File: src/pwr_pkg.sv
/*
  register offsets, bit positions, reset values and control port settings
  for the power enable and thermal shutdown register bank.
  assumes 16-bit registers behind a two-wire control port.
*/
package pwr_pkg;

  // register offsets on the control port
  localparam logic [7:0] OFF_POWER_TWO = 8'h02;
  localparam logic [7:0] OFF_POWER_THREE = 8'h03;
  localparam logic [7:0] OFF_ANTIPOP_BIAS = 8'h39;
  localparam logic [7:0] OFF_SEQUENCER = 8'h46;
  localparam logic [7:0] OFF_PUMP = 8'h4C;
  localparam logic [7:0] OFF_OFFSET_SERVO = 8'h54;

  // power_control_two fields
  localparam int BIT_OVERTEMP_STATUS = 15;
  localparam int BIT_TEMP_SENSOR_ON = 14;
  localparam int BIT_OVERTEMP_OUTPUT_CUT = 13;
  localparam int BIT_SECOND_INPUT_B_AMP_ON = 4;
  // power_control_three fields
  localparam int BIT_SPEAKER_AMP_ON = 8;
  localparam int BIT_LEFT_PHONE_MIXER_ON = 5;
  localparam int BIT_RIGHT_PHONE_MIXER_ON = 4;
  localparam int BIT_SPEAKER_MIXER_ON = 3;
  // other fields
  localparam int BIT_STARTUP_BIAS_ON = 2;
  localparam int BIT_SEQUENCER_ON = 8;
  localparam int BIT_PUMP_ON = 15;
  localparam int BIT_RIGHT_OFFSET_SERVO_ON = 1;
  localparam int BIT_LEFT_OFFSET_SERVO_ON = 0;

  // reset values of single bits
  localparam logic RST_ENABLE_OFF = 1'b0;
  localparam logic RST_TEMP_SENSOR_ON = 1'b1;
  localparam logic RST_OVERTEMP_OUTPUT_CUT = 1'b1;

  // control port device address, value arbitrary
  localparam logic [6:0] PORT_DEVICE_ADDR = 7'h36;
  localparam logic [2:0] LAST_BIT = 3'h7;
  localparam int SYNC_STAGES = 3;

  typedef enum logic [2:0] {
    PS_IDLE = 3'b000,
    PS_RECEIVE = 3'b001,
    PS_ACK = 3'b010,
    PS_SEND = 3'b011,
    PS_MASTER_ACK = 3'b100
  } port_state_type;

  typedef enum logic [1:0] {
    BY_DEVICE = 2'b00,
    BY_POINTER = 2'b01,
    BY_HIGH = 2'b10,
    BY_LOW = 2'b11
  } byte_slot_type;

endpackage : pwr_pkg

File: src/ctrl_port_slave.sv
/*
  two-wire control port slave: 7-bit device address, 8-bit register pointer,
  16-bit data sent high byte first. assumes scl and sda already filtered.
*/
`timescale 1ns/100ps
module ctrl_port_slave (
  // clock and reset
  input wire logic i_clk,
  input wire logic i_reset,
  // filtered line levels
  input wire logic i_scl,
  input wire logic i_sda,
  // register side and data line enable
  input wire logic [15:0] i_rd_data,
  output logic [7:0] o_reg_addr,
  output logic [15:0] o_wr_data,
  output logic o_wr_stb,
  output logic o_sda_oe
);
  import pwr_pkg::*;

  port_state_type state_r;
  byte_slot_type slot_r;
  logic scl_r, sda_r, got_r, rd_mode_r, lo_next_r, mack_ok_r;
  logic [2:0] bit_r;
  logic [7:0] sh_r, hi_r;

  // line events
  wire start_ev = i_scl & scl_r & sda_r & ~i_sda;
  wire stop_ev = i_scl & scl_r & ~sda_r & i_sda;
  wire scl_rise = i_scl & ~scl_r;
  wire scl_fall = ~i_scl & scl_r;
  wire addr_match = (sh_r[7:1] == PORT_DEVICE_ADDR);
  wire [7:0] next_tx = lo_next_r ? i_rd_data[7:0] : i_rd_data[15:8];

  always_ff @(posedge i_clk or posedge i_reset) begin
    if (i_reset) begin
      state_r <= PS_IDLE;
      slot_r <= BY_DEVICE;
      scl_r <= 1'b1;
      sda_r <= 1'b1;
      got_r <= 1'b0;
      rd_mode_r <= 1'b0;
      lo_next_r <= 1'b0;
      mack_ok_r <= 1'b0;
      bit_r <= 3'h0;
      sh_r <= 8'h00;
      hi_r <= 8'h00;
      o_reg_addr <= 8'h00;
      o_wr_data <= 16'h0000;
      o_wr_stb <= 1'b0;
      o_sda_oe <= 1'b0;
    end else begin
      scl_r <= i_scl;
      sda_r <= i_sda;
      o_wr_stb <= 1'b0;
      if (start_ev) begin
        state_r <= PS_RECEIVE;
        slot_r <= BY_DEVICE;
        bit_r <= 3'h0;
        got_r <= 1'b0;
        o_sda_oe <= 1'b0;
      end else if (stop_ev) begin
        state_r <= PS_IDLE;
        o_sda_oe <= 1'b0;
      end else begin
        case (state_r)
          PS_RECEIVE: begin
            if (scl_rise) begin
              sh_r <= {sh_r[6:0], i_sda};
              bit_r <= bit_r + 3'h1;
              got_r <= (bit_r == LAST_BIT);
            end else if (scl_fall && got_r) begin
              got_r <= 1'b0;
              state_r <= PS_ACK;
              o_sda_oe <= 1'b1;
              case (slot_r)
                BY_DEVICE: begin
                  rd_mode_r <= sh_r[0];
                  lo_next_r <= 1'b0;
                  slot_r <= BY_POINTER;
                  if (!addr_match) begin
                    state_r <= PS_IDLE;
                    o_sda_oe <= 1'b0;
                  end
                end
                BY_POINTER: begin
                  o_reg_addr <= sh_r;
                  slot_r <= BY_HIGH;
                end
                BY_HIGH: begin
                  hi_r <= sh_r;
                  slot_r <= BY_LOW;
                end
                default: begin
                  o_wr_data <= {hi_r, sh_r};
                  o_wr_stb <= 1'b1;
                  slot_r <= BY_HIGH;
                end
              endcase
            end
          end
          PS_ACK: begin
            if (scl_fall) begin
              bit_r <= 3'h0;
              if (rd_mode_r) begin
                state_r <= PS_SEND;
                o_sda_oe <= ~next_tx[7];
                sh_r <= {next_tx[6:0], 1'b0};
                lo_next_r <= ~lo_next_r;
              end else begin
                state_r <= PS_RECEIVE;
                o_sda_oe <= 1'b0;
              end
            end
          end
          PS_SEND: begin
            if (scl_fall) begin
              if (bit_r == LAST_BIT) begin
                state_r <= PS_MASTER_ACK;
                o_sda_oe <= 1'b0;
              end else begin
                o_sda_oe <= ~sh_r[7];
                sh_r <= {sh_r[6:0], 1'b0};
                bit_r <= bit_r + 3'h1;
              end
            end
          end
          PS_MASTER_ACK: begin
            if (scl_rise) begin
              mack_ok_r <= ~i_sda;
            end else if (scl_fall) begin
              bit_r <= 3'h0;
              if (mack_ok_r) begin
                state_r <= PS_SEND;
                o_sda_oe <= ~next_tx[7];
                sh_r <= {next_tx[6:0], 1'b0};
                lo_next_r <= ~lo_next_r;
              end else begin
                state_r <= PS_IDLE;
              end
            end
          end
          default: begin
            o_sda_oe <= 1'b0;
          end
        endcase
      end
    end
  end

endmodule : ctrl_port_slave

File: src/power_enable_thermal_shutdown.sv
/*
  power enable registers for the analogue path and the thermal shutdown
  monitor, reached over the two-wire control port. assumes an analogue
  comparator pin that is high while the die is above the trip temperature.
*/
// Notes on behaviour
// - power two bit 4 enables second input b amplifier, reset 0
// - power three bit 8 speaker amp, bit 3 speaker mixer, reset 0
// - power three bit 5 left, bit 4 right phone mixer, reset 0
// - register 39h bit 2 switches start-up bias generator, reset 0
// - register 54h bit 1 right, bit 0 left offset servo, reset 0
// - power two bit 15 reads over-temperature status, read only
// - over-temperature flagged near 150 C only while sensor enabled
// - power two bit 14 enables temperature sensor, reset 1
// - bit 13 set, sensor on, over-temperature forces speaker output off
`timescale 1ns/100ps
module power_enable_thermal_shutdown (
  // clock and reset
  input wire logic I_CLK,
  input wire logic I_RESET,
  // control port pins
  input wire logic I_SCL,
  input wire logic I_SDA,
  output logic O_SDA_OUT,
  output logic O_SDA_OE,
  // thermal comparator
  input wire logic I_OVERTEMP_SENSE,
  // analogue enables
  output logic O_SECOND_INPUT_B_AMP_ON,
  output logic O_SPEAKER_AMP_ON,
  output logic O_SPEAKER_MIXER_ON,
  output logic O_LEFT_PHONE_MIXER_ON,
  output logic O_RIGHT_PHONE_MIXER_ON,
  output logic O_STARTUP_BIAS_ON,
  output logic O_SEQUENCER_ON,
  output logic O_PUMP_ON,
  output logic O_RIGHT_OFFSET_SERVO_ON,
  output logic O_LEFT_OFFSET_SERVO_ON,
  output logic O_TEMP_SENSOR_ON,
  // speaker driver
  output logic O_SPEAKER_OUT_ON,
  output logic O_OVERTEMP_CUT
);
  import pwr_pkg::*;

  // pin synchronisers: scl, sda, overtemp
  logic [2:0] pin_in;
  logic [2:0] filt_r;
  logic [SYNC_STAGES-1:0] sync_r [3];
  assign pin_in = {I_OVERTEMP_SENSE, I_SDA, I_SCL};

  genvar g;
  generate
    for (g = 0; g < 3; g++) begin : g_sync
      always_ff @(posedge I_CLK or posedge I_RESET) begin
        if (I_RESET) begin
          sync_r[g] <= '0;
          filt_r[g] <= 1'b0;
        end else begin
          sync_r[g] <= {sync_r[g][SYNC_STAGES-2:0], pin_in[g]};
          if (sync_r[g][1] == sync_r[g][2]) begin
            filt_r[g] <= sync_r[g][2];
          end
        end
      end
    end
  endgenerate

  wire scl_f = filt_r[0];
  wire sda_f = filt_r[1];
  wire ot_f = filt_r[2];

  // control port
  logic [7:0] reg_addr;
  logic [15:0] wr_data;
  logic wr_stb;
  logic [15:0] rd_data;

  ctrl_port_slave u_port (
    .i_clk(I_CLK),
    .i_reset(I_RESET),
    .i_scl(scl_f),
    .i_sda(sda_f),
    .i_rd_data(rd_data),
    .o_reg_addr(reg_addr),
    .o_wr_data(wr_data),
    .o_wr_stb(wr_stb),
    .o_sda_oe(O_SDA_OE)
  );
  assign O_SDA_OUT = 1'b0;

  // register state
  logic in_b_r, spk_amp_r, spk_mix_r, lmix_r, rmix_r, bias_r;
  logic seq_r, pump_r, rservo_r, lservo_r, tsens_r, cut_opt_r, status_r;

  // write decode
  function automatic logic hit(input logic [7:0] a, input logic [7:0] off);
    hit = (a == off);
  endfunction : hit

  wire wr_two = wr_stb & hit(reg_addr, OFF_POWER_TWO);
  wire wr_three = wr_stb & hit(reg_addr, OFF_POWER_THREE);
  wire wr_bias = wr_stb & hit(reg_addr, OFF_ANTIPOP_BIAS);
  wire wr_seq = wr_stb & hit(reg_addr, OFF_SEQUENCER);
  wire wr_pump = wr_stb & hit(reg_addr, OFF_PUMP);
  wire wr_servo = wr_stb & hit(reg_addr, OFF_OFFSET_SERVO);
  wire cut_now = status_r & tsens_r & cut_opt_r;

  // read mux, unmapped reads return zero
  wire [15:0] rd_two = 16'(status_r) << BIT_OVERTEMP_STATUS | 16'(tsens_r) << BIT_TEMP_SENSOR_ON
                     | 16'(cut_opt_r) << BIT_OVERTEMP_OUTPUT_CUT | 16'(in_b_r) << BIT_SECOND_INPUT_B_AMP_ON;
  wire [15:0] rd_three = 16'(spk_amp_r) << BIT_SPEAKER_AMP_ON | 16'(lmix_r) << BIT_LEFT_PHONE_MIXER_ON
                       | 16'(rmix_r) << BIT_RIGHT_PHONE_MIXER_ON | 16'(spk_mix_r) << BIT_SPEAKER_MIXER_ON;
  assign rd_data = hit(reg_addr, OFF_POWER_TWO) ? rd_two
                 : hit(reg_addr, OFF_POWER_THREE) ? rd_three
                 : hit(reg_addr, OFF_ANTIPOP_BIAS) ? 16'(bias_r) << BIT_STARTUP_BIAS_ON
                 : hit(reg_addr, OFF_SEQUENCER) ? 16'(seq_r) << BIT_SEQUENCER_ON
                 : hit(reg_addr, OFF_PUMP) ? 16'(pump_r) << BIT_PUMP_ON
                 : hit(reg_addr, OFF_OFFSET_SERVO) ? (16'(rservo_r) << BIT_RIGHT_OFFSET_SERVO_ON
                                                    | 16'(lservo_r) << BIT_LEFT_OFFSET_SERVO_ON)
                 : 16'h0000;

  always_ff @(posedge I_CLK or posedge I_RESET) begin
    if (I_RESET) begin
      in_b_r <= RST_ENABLE_OFF;
      tsens_r <= RST_TEMP_SENSOR_ON;
      cut_opt_r <= RST_OVERTEMP_OUTPUT_CUT;
    end else if (wr_two) begin
      in_b_r <= wr_data[BIT_SECOND_INPUT_B_AMP_ON];
      tsens_r <= wr_data[BIT_TEMP_SENSOR_ON];
      cut_opt_r <= wr_data[BIT_OVERTEMP_OUTPUT_CUT];
    end
  end

  always_ff @(posedge I_CLK or posedge I_RESET) begin
    if (I_RESET) begin
      spk_amp_r <= RST_ENABLE_OFF;
      spk_mix_r <= RST_ENABLE_OFF;
      lmix_r <= RST_ENABLE_OFF;
      rmix_r <= RST_ENABLE_OFF;
    end else if (wr_three) begin
      spk_amp_r <= wr_data[BIT_SPEAKER_AMP_ON];
      spk_mix_r <= wr_data[BIT_SPEAKER_MIXER_ON];
      lmix_r <= wr_data[BIT_LEFT_PHONE_MIXER_ON];
      rmix_r <= wr_data[BIT_RIGHT_PHONE_MIXER_ON];
    end
  end

  always_ff @(posedge I_CLK or posedge I_RESET) begin
    if (I_RESET) begin
      bias_r <= RST_ENABLE_OFF;
      seq_r <= RST_ENABLE_OFF;
      pump_r <= RST_ENABLE_OFF;
      rservo_r <= RST_ENABLE_OFF;
      lservo_r <= RST_ENABLE_OFF;
    end else begin
      if (wr_bias) bias_r <= wr_data[BIT_STARTUP_BIAS_ON];
      if (wr_seq) seq_r <= wr_data[BIT_SEQUENCER_ON];
      if (wr_pump) pump_r <= wr_data[BIT_PUMP_ON];
      if (wr_servo) begin
        rservo_r <= wr_data[BIT_RIGHT_OFFSET_SERVO_ON];
        lservo_r <= wr_data[BIT_LEFT_OFFSET_SERVO_ON];
      end
    end
  end

  // live status, writes ignored
  always_ff @(posedge I_CLK or posedge I_RESET) begin
    if (I_RESET) begin
      status_r <= 1'b0;
    end else begin
      status_r <= tsens_r & ot_f;
    end
  end

  // output flops
  always_ff @(posedge I_CLK or posedge I_RESET) begin
    if (I_RESET) begin
      O_SECOND_INPUT_B_AMP_ON <= 1'b0;
      O_SPEAKER_AMP_ON <= 1'b0;
      O_SPEAKER_MIXER_ON <= 1'b0;
      O_LEFT_PHONE_MIXER_ON <= 1'b0;
      O_RIGHT_PHONE_MIXER_ON <= 1'b0;
      O_STARTUP_BIAS_ON <= 1'b0;
      O_SEQUENCER_ON <= 1'b0;
      O_PUMP_ON <= 1'b0;
      O_RIGHT_OFFSET_SERVO_ON <= 1'b0;
      O_LEFT_OFFSET_SERVO_ON <= 1'b0;
      O_TEMP_SENSOR_ON <= 1'b0;
      O_SPEAKER_OUT_ON <= 1'b0;
      O_OVERTEMP_CUT <= 1'b0;
    end else begin
      O_SECOND_INPUT_B_AMP_ON <= in_b_r;
      O_SPEAKER_AMP_ON <= spk_amp_r;
      O_SPEAKER_MIXER_ON <= spk_mix_r;
      O_LEFT_PHONE_MIXER_ON <= lmix_r;
      O_RIGHT_PHONE_MIXER_ON <= rmix_r;
      O_STARTUP_BIAS_ON <= bias_r;
      O_SEQUENCER_ON <= seq_r;
      O_PUMP_ON <= pump_r;
      O_RIGHT_OFFSET_SERVO_ON <= rservo_r;
      O_LEFT_OFFSET_SERVO_ON <= lservo_r;
      O_TEMP_SENSOR_ON <= tsens_r;
      O_SPEAKER_OUT_ON <= spk_amp_r & ~cut_now;
      O_OVERTEMP_CUT <= cut_now;
    end
  end
endmodule : power_enable_thermal_shutdown

File: config.mk
export PLATFORM = sky130hd
export DESIGN_NAME = power_enable_thermal_shutdown
export DESIGN_NICKNAME = d
export VERILOG_FILES = /design/src/pwr_pkg.sv /design/src/ctrl_port_slave.sv /design/src/power_enable_thermal_shutdown.sv
export SDC_FILE = /design/constraint.sdc
export NUM_CORES = 1
export LEC_CHECK = 0
export ABC_AREA = 1
export ABC_CLOCK_PERIOD_IN_PS = 4800
export BUFFER_PORTS_ARGS = -buffer_cell sky130_fd_sc_hd__buf_2
export CAP_MARGIN = 20
export CORE_AREA = 2 2 86 88
export CTS_CLUSTER_DIAMETER = 200
export CTS_CLUSTER_SIZE = 30
export DETAILED_ROUTE_END_ITERATION = 6
export DIE_AREA = 0 0 88 90
export PLACE_DENSITY = 0.71
export RECOVER_POWER = 100
export SYNTH_ARGS = -nofsm -noshare
export SYNTH_HDL_FRONTEND = slang
export SYNTH_SLANG_ARGS = --single-unit
File: constraint.sdc
create_clock -name I_CLK -period 4.8 [get_ports I_CLK]
set_input_delay 0.72 -clock I_CLK [delete_from_list [all_inputs] [get_ports I_CLK]]
set_output_delay 0.72 -clock I_CLK [all_outputs]
set_load 0.02 [all_outputs]
-- After elaboration in Yosys (flattened, before gate mapping)
Index checks and enable logic that the tools add are counted.
W data, S select, Z words.
- output and inout port bits: 15
- RAM bits: 0
- bits in latches: 0
- ROM bits: 0
- word-level logic and storage cells: 226
- bits of input ports: 5
- flip-flop bits (word level): 94
- memories: 0
- $lt $le $gt $ge: 0
- divide/modulo/power cells: 0
- equal/unequal tests: 42
- reductions and logical operators: 22
- add/sub/neg operators: 1
- bitwise logic cells: 36
- multiplexer cells: 78
- shifts and indexed selects: 0
- multiply operators: 0
- operators by type and width (operator ; number):
    $mux W16 ; 5
    $mux W8 ; 9
    $mux W3 ; 17
    $mux W1 ; 32
    $pmux W8 S4 ; 1
    $reduce_and A6 Y1 ; 5
    $eq A8 B7 Y1 const B ; 3
    $ne A4 B1 Y1 const B ; 6
    $pmux W3 S4 ; 2
    $reduce_and A11 Y1 ; 2
    $mux W2 ; 9
    $ne A2 B1 Y1 const B ; 9
    $and A1 B1 Y1 ; 17
    $eq A8 B2 Y1 const B ; 2
    $or A16 B14 Y16 ; 1
    $or A16 B15 Y16 ; 1
    $or A16 B5 Y16 ; 1
    $not A1 Y1 ; 12
    $or A9 B4 Y9 ; 1
    $or A9 B5 Y9 ; 1
    $or A9 B6 Y9 ; 1
    $eq A8 B6 Y1 const B ; 1
    $ne A2 B2 Y1 const B ; 4
    $ne A4 B2 Y1 const B ; 2
    26 further kinds ; 35

-- Depth between registers and ports, before layout
- word-level depth: 15
- gate-level depth with buffers: 11
- mapped depth without buffers: 11

-- Cells and area by module
Synthesis repeated with hierarchy kept, for this count alone.
- cell total of the unflattened synthesis: 521
- area, all modules: 4325.4 sq um
- by module, submodules not included (module ; cells an instance ; instances ; area each (sq um) ; seq. area each (sq um)):
    ctrl_port_slave ; 354 ; 1 ; 2771.4 ; 1403.8
    power_enable_thermal_shutdown ; 167 ; 1 ; 1554.0 ; 953.4

-- Worst setup path after synthesis
No wires, ideal clock.
- path type: register to register
- from: reg u_port.bit_r[0]
- to: reg u_port.sh_r[5]
- clock period less this slack: 1.535 ns
- required time: 4.731 ns
- buffers on the path: 1
- setup slack: 3.265 ns
- arrival time: 1.466 ns
- library setup time: 0.069 ns
- cell stages (with the launch flop): 11
- cell sequence: dfrtp_1 ha_1 ha_1 nand4_1 nand3_1 nor2_1 nand2_2 inv_4 buf_6 nor2_2 nor2_2
- longest elaborated chain between the ends: 3
- ends and longest elaborated chain (what ; line ; text):
    start, declared ; ctrl_port_slave.sv:25 ; logic [2:0] bit_r;
    start signal, assigned ; ctrl_port_slave.sv:71 ; bit_r <= bit_r + 3'h1;
    start signal, assigned ; ctrl_port_slave.sv:125 ; bit_r <= bit_r + 3'h1;
    $eq A3 B3 Y1 ; ctrl_port_slave.sv:119 ; if (bit_r == LAST_BIT) begin
    $ne A2 B2 Y1 (no line) ; - ;
    $reduce_and A11 Y1 (no line) ; - ;
    end signal, assigned ; ctrl_port_slave.sv:109 ; sh_r <= {next_tx[6:0], 1'b0};
    end signal, assigned ; ctrl_port_slave.sv:124 ; sh_r <= {sh_r[6:0], 1'b0};
    end signal, assigned ; ctrl_port_slave.sv:137 ; sh_r <= {next_tx[6:0], 1'b0};
    end, declared ; ctrl_port_slave.sv:26 ; logic [7:0] sh_r, hi_r;
Every way passes these cells.
A chain may end at the register's enable or synchronous reset.

-- Final worst setup path
- from: reg filt_r[1], in the netlist sda_f
- to: reg u_port.sh_r[5]
- longest elaborated chain between the ends: 4
- elaborated cells between the ends (all ways): 6
- classes of those cells: bitwise: 5; reduce/logical: 1
- ends and longest elaborated chain (what ; line ; text):
    start, declared ; power_enable_thermal_shutdown.sv:48 ; logic [2:0] filt_r;
    start signal, assigned by index ; power_enable_thermal_shutdown.sv:62 ; filt_r[g] <= sync_r[g][2];
    $not A1 Y1 ; ctrl_port_slave.sv:29 ; wire start_ev = i_scl & scl_r & sda_r & ~i_sda;
    $and A1 B1 Y1 ; ctrl_port_slave.sv:29 ;
    $not A1 Y1 (no line) ; - ;
    $reduce_and A11 Y1 (no line) * ; - ;
    end signal, assigned ; ctrl_port_slave.sv:70 ; sh_r <= {sh_r[6:0], i_sda};
    end signal, assigned ; ctrl_port_slave.sv:109 ;
    end signal, assigned ; ctrl_port_slave.sv:124 ;
Every way passes the cells marked *; elsewhere a longest branch is shown, timed or not.

==> summary.txt <==
Synth
  • Synth Warn #: 0
  • Post-Syn Area: 0.003731 mm2
  • Avg Cell Area, Syn: about 8.8 um2
  • #FFs+latches synth: 84
  • Netlist cell types: 32
  • Synthesized net count: between 400 and 500
  • Seq/Total Area, Yosys: 56.47%
  • Cells after Synth: 424

Hold path
  • Worst hold stages: 0
  • Hold Path Class: flop to flop

Clocking
  • CTS tree: yes
  • Clk sinks: 84
  • Root buffer cell: clkbuf_8
  • Hold_buf cts: 0
  • Clock-pin slew on the worst setup and hold paths: 0.08 ns
  • Post-CTS Resized: 0
  • CTS buffer count: 9
  • Clk Latency, worst-skew pair: around 0.36 ns
  • Post-CTS setup buffer count: 0
  • Htree depth: 3
  • Clk buf depth: 2

Place
  • DP Wirelength: 5518 um
  • Dpl cell area: between 0.003 and 0.004 mm2
  • Port buffer count: 18
  • DP Cell Count: 538
  • Post-place setup slack: between 2 and 3 ns
  • GP Congestion: ~0.95

Critical path
  • Worst Setup Start Kind: flop
  • CP peak stage delay: roughly 0.68 ns
  • CP required: 5.05 ns
  • Worst reg2reg path depth: 10
  • Cell breakdown of the critical path: inv_1 > nor2_1 > o21ai_0 > nand2_1 > nor2_1 > nand2_2 > clkinvlp_2 > nand2_1 > nor2_1 > nor2_2
  • Top cell by count, worst path: nor2_1
  • Arr. time, crit path: 2.71 ns
  • Worst path slowest cell: o21ai_0
  • CP bufs+invs: 2
  • CP top delay family: simple AND/OR/NAND/NOR gates
  • CP endpoint kind: flop
  • CP Class: flop to flop
  • Crit. path cell count: 10
  • Crit Path Max Fanout: 15

Cells and area
  • Final std cell area, no fill: 0.004033 mm2
  • Synth-to-layout area growth: 8.082%
  • Final instance count without filler cells: 554
  • Register area: 0.002107 mm2
  • Area occupied by multi-input gates: 0.001319 mm2
  • Layout net count: 457
  • Final core utilization: approximately 57%
  • Ant. Diodes: 0
  • Share of layout cells above drive strength 1: 10.99%
  • Most frequent cells in the layout: nand2_1 (114), dfrtp_1 (80), inv_1 (48), nor2_1 (44), o21ai_0 (33)
  • Final-layout fill cell count: 650
  • Leading cell type in the layout, fill and taps excluded: nand2_1

Timing
  • Crit path time final: 2.456 ns
  • Fin. Hold Viols: 0
  • Tightest Pin Transition: 1.542 ns
  • PnR worst setup slack: approximately 2.3 ns
  • Setup repair after global routing missed its margin: false
  • Setup Skew: 0.005637 ns
  • Slew Limit Fails: 67
  • Crit share post-route: 51.17%
  • # setup viols final: 0
  • Setup TNS: 0 ns
  • Rel. slew slack: -2.832%
  • Fmax: 407.2 MHz

Global routing
  • GRT overflow: 0
  • Vias in the first global route: about 2700
  • Largest net degree at the start of global routing: 67
  • GRT Overall Usage: 21.06%
  • First-pass GRT wire length: 12690 um
  • Antenna violations before repair: 0

Drt
  • Met3 wire length: 271 um
  • DRC violations left: 0
  • Top Metal Used: met4
  • Final WL: 7560 um
  • Routed vias/inst: 5.114
  • Vias post-DR: 2833
  • Initial DRC count: 177
  • WL met1: 3469 um
  • First-pass DRT Iterations: 7
  • WL/cell: 13.65 um
  • Routed wl met2: 3676 um
  • Antenna Nets Post-Route: 0

Outcome
  • Status: finished, violations left
  • Failing checks: max-capacitance violations, max-slew violations

Floorplan
  • Die width: 88 um
  • CORE AREA: roughly 0.007 mm2
  • Row Count: 31
  • Total die area: 0.007920 mm2
  • Top-Level Pins: 20
  • Initial cell density of the core: a little over half
  • Die H: 90 um

Run
  • Max-cap violations: 1

Pwr
  • Power Density: roughly 390 mW/mm2
  • Leakage power: 2.034 nW
  • Max IR drop VDD: 0.1915 mV
## power breakdown
part,switching (W),internal [W],total [W]
Clock,0.000260,0.000205,0.000466
Combinational,0.000202,0.0000898,0.000291
Sequential,0.0000413,0.000763,0.000804
## stage by stage
step | power (W) | hold slack, ns
2_1_floorplan | 0.001054 | 0.3312
3_3_place_gp | 0.001117 | 0.3385
3_5_place_dp | 0.001124 | 0.3403
4_1_cts | 0.001587 | 0.2985
5_1_grt | 0.001652 | 0.3859
6_report | 0.001561 | 0.3556
## final cells by class
class | instances | share of cell area (%)
sequential | 84 | 52.25
multi-input combinational | 278 | 32.70
clock inverter | 6 | 1.179
clock buffer | 10 | 3.413
timing repair buffer | 19 | 1.924
inverter | 58 | 5.461
tap | 99 | 3.072
## routing by layer
layer / vias up / global-route usage (%)
met5: - / 0
met4: 0 / 10.00
met3: 13 / 3.030
met2: 47 / 32.77
met1: 1365 / 28.87
li1: 1408 / -
## worst paths after layout
path | startpoint | endpoint | slack, ns
worst max-delay path | sda_f$_DFFE_PP0N_ | u_port.sh_r[5]$_DFFE_PP0P_ | 2.34
worst min-delay path | sync_r[0]$_DFF_PP0_ | sync_r[1]$_DFF_PP0_ | 0.36
worst max register to register | sda_f$_DFFE_PP0N_ | u_port.sh_r[5]$_DFFE_PP0P_ | 2.34
worst min register to register | sync_r[0]$_DFF_PP0_ | sync_r[1]$_DFF_PP0_ | 0.36
max in group asynchronous | I_RESET | u_port.rd_mode_r$_DFFE_PP0P_ | 2.41
min in group asynchronous | I_RESET | sync_r[3]$_DFF_PP0_ | 0.47
## kinds of logic (layout without fill, tap and decap cells)
logic type	count (synthesis)	after routing	share of synthesized area [%]
other	1	1	0.1005
adder cells (fa/ha/maj)	5	5	1.475
multiplexers	8	8	2.415
buffers and inverters	62	93	6.674
AO/OA/AOI/OAI	52	52	7.377
flip-flops	84	84	56.47
AND/OR/NAND/NOR	212	212	25.49
## state kept, by name (all words and copies together), names as in the netlist, 2 cells and up
name,cells
sync_r,9
u_port.bit_r,3
u_port.hi_r,4
u_port.o_reg_addr,8
u_port.o_wr_data,10
u_port.sh_r,8
u_port.slot_r,2
u_port.state_r,3
## synthesized netlist by cell type
master	count	area, um2
o31ai_1	2	15.01
conb_1	1	3.750
nand4_4	1	21.27
nor2_4	2	22.52
nand2_1	113	424.2
inv_4	1	6.260
nor3_1	7	35.03
and2_1	1	6.260
o21ai_1	17	85.08
nand4_1	5	31.28
mux2_2	8	90.09
nor3_4	1	16.27
a21oi_1	9	45.04
nand3_1	27	135.1
o21ai_2	1	8.760
o22ai_1	3	18.77
inv_2	8	30.03
buf_2	2	10.01
buf_4	1	7.510
nor2_2	5	31.28
nand2_2	5	31.28
nand3_2	3	30.03
dfstp_2	4	105.1
maj3_1	3	30.03
buf_6	1	11.26
ha_1	2	25.02
inv_1	49	183.9
o21a_1	1	7.510
dfrtp_1	80	2002
nor2_1	41	153.9
nand4_2	1	12.51
o21ai_0	19	95.09
(Power assumes the default switching activity.)
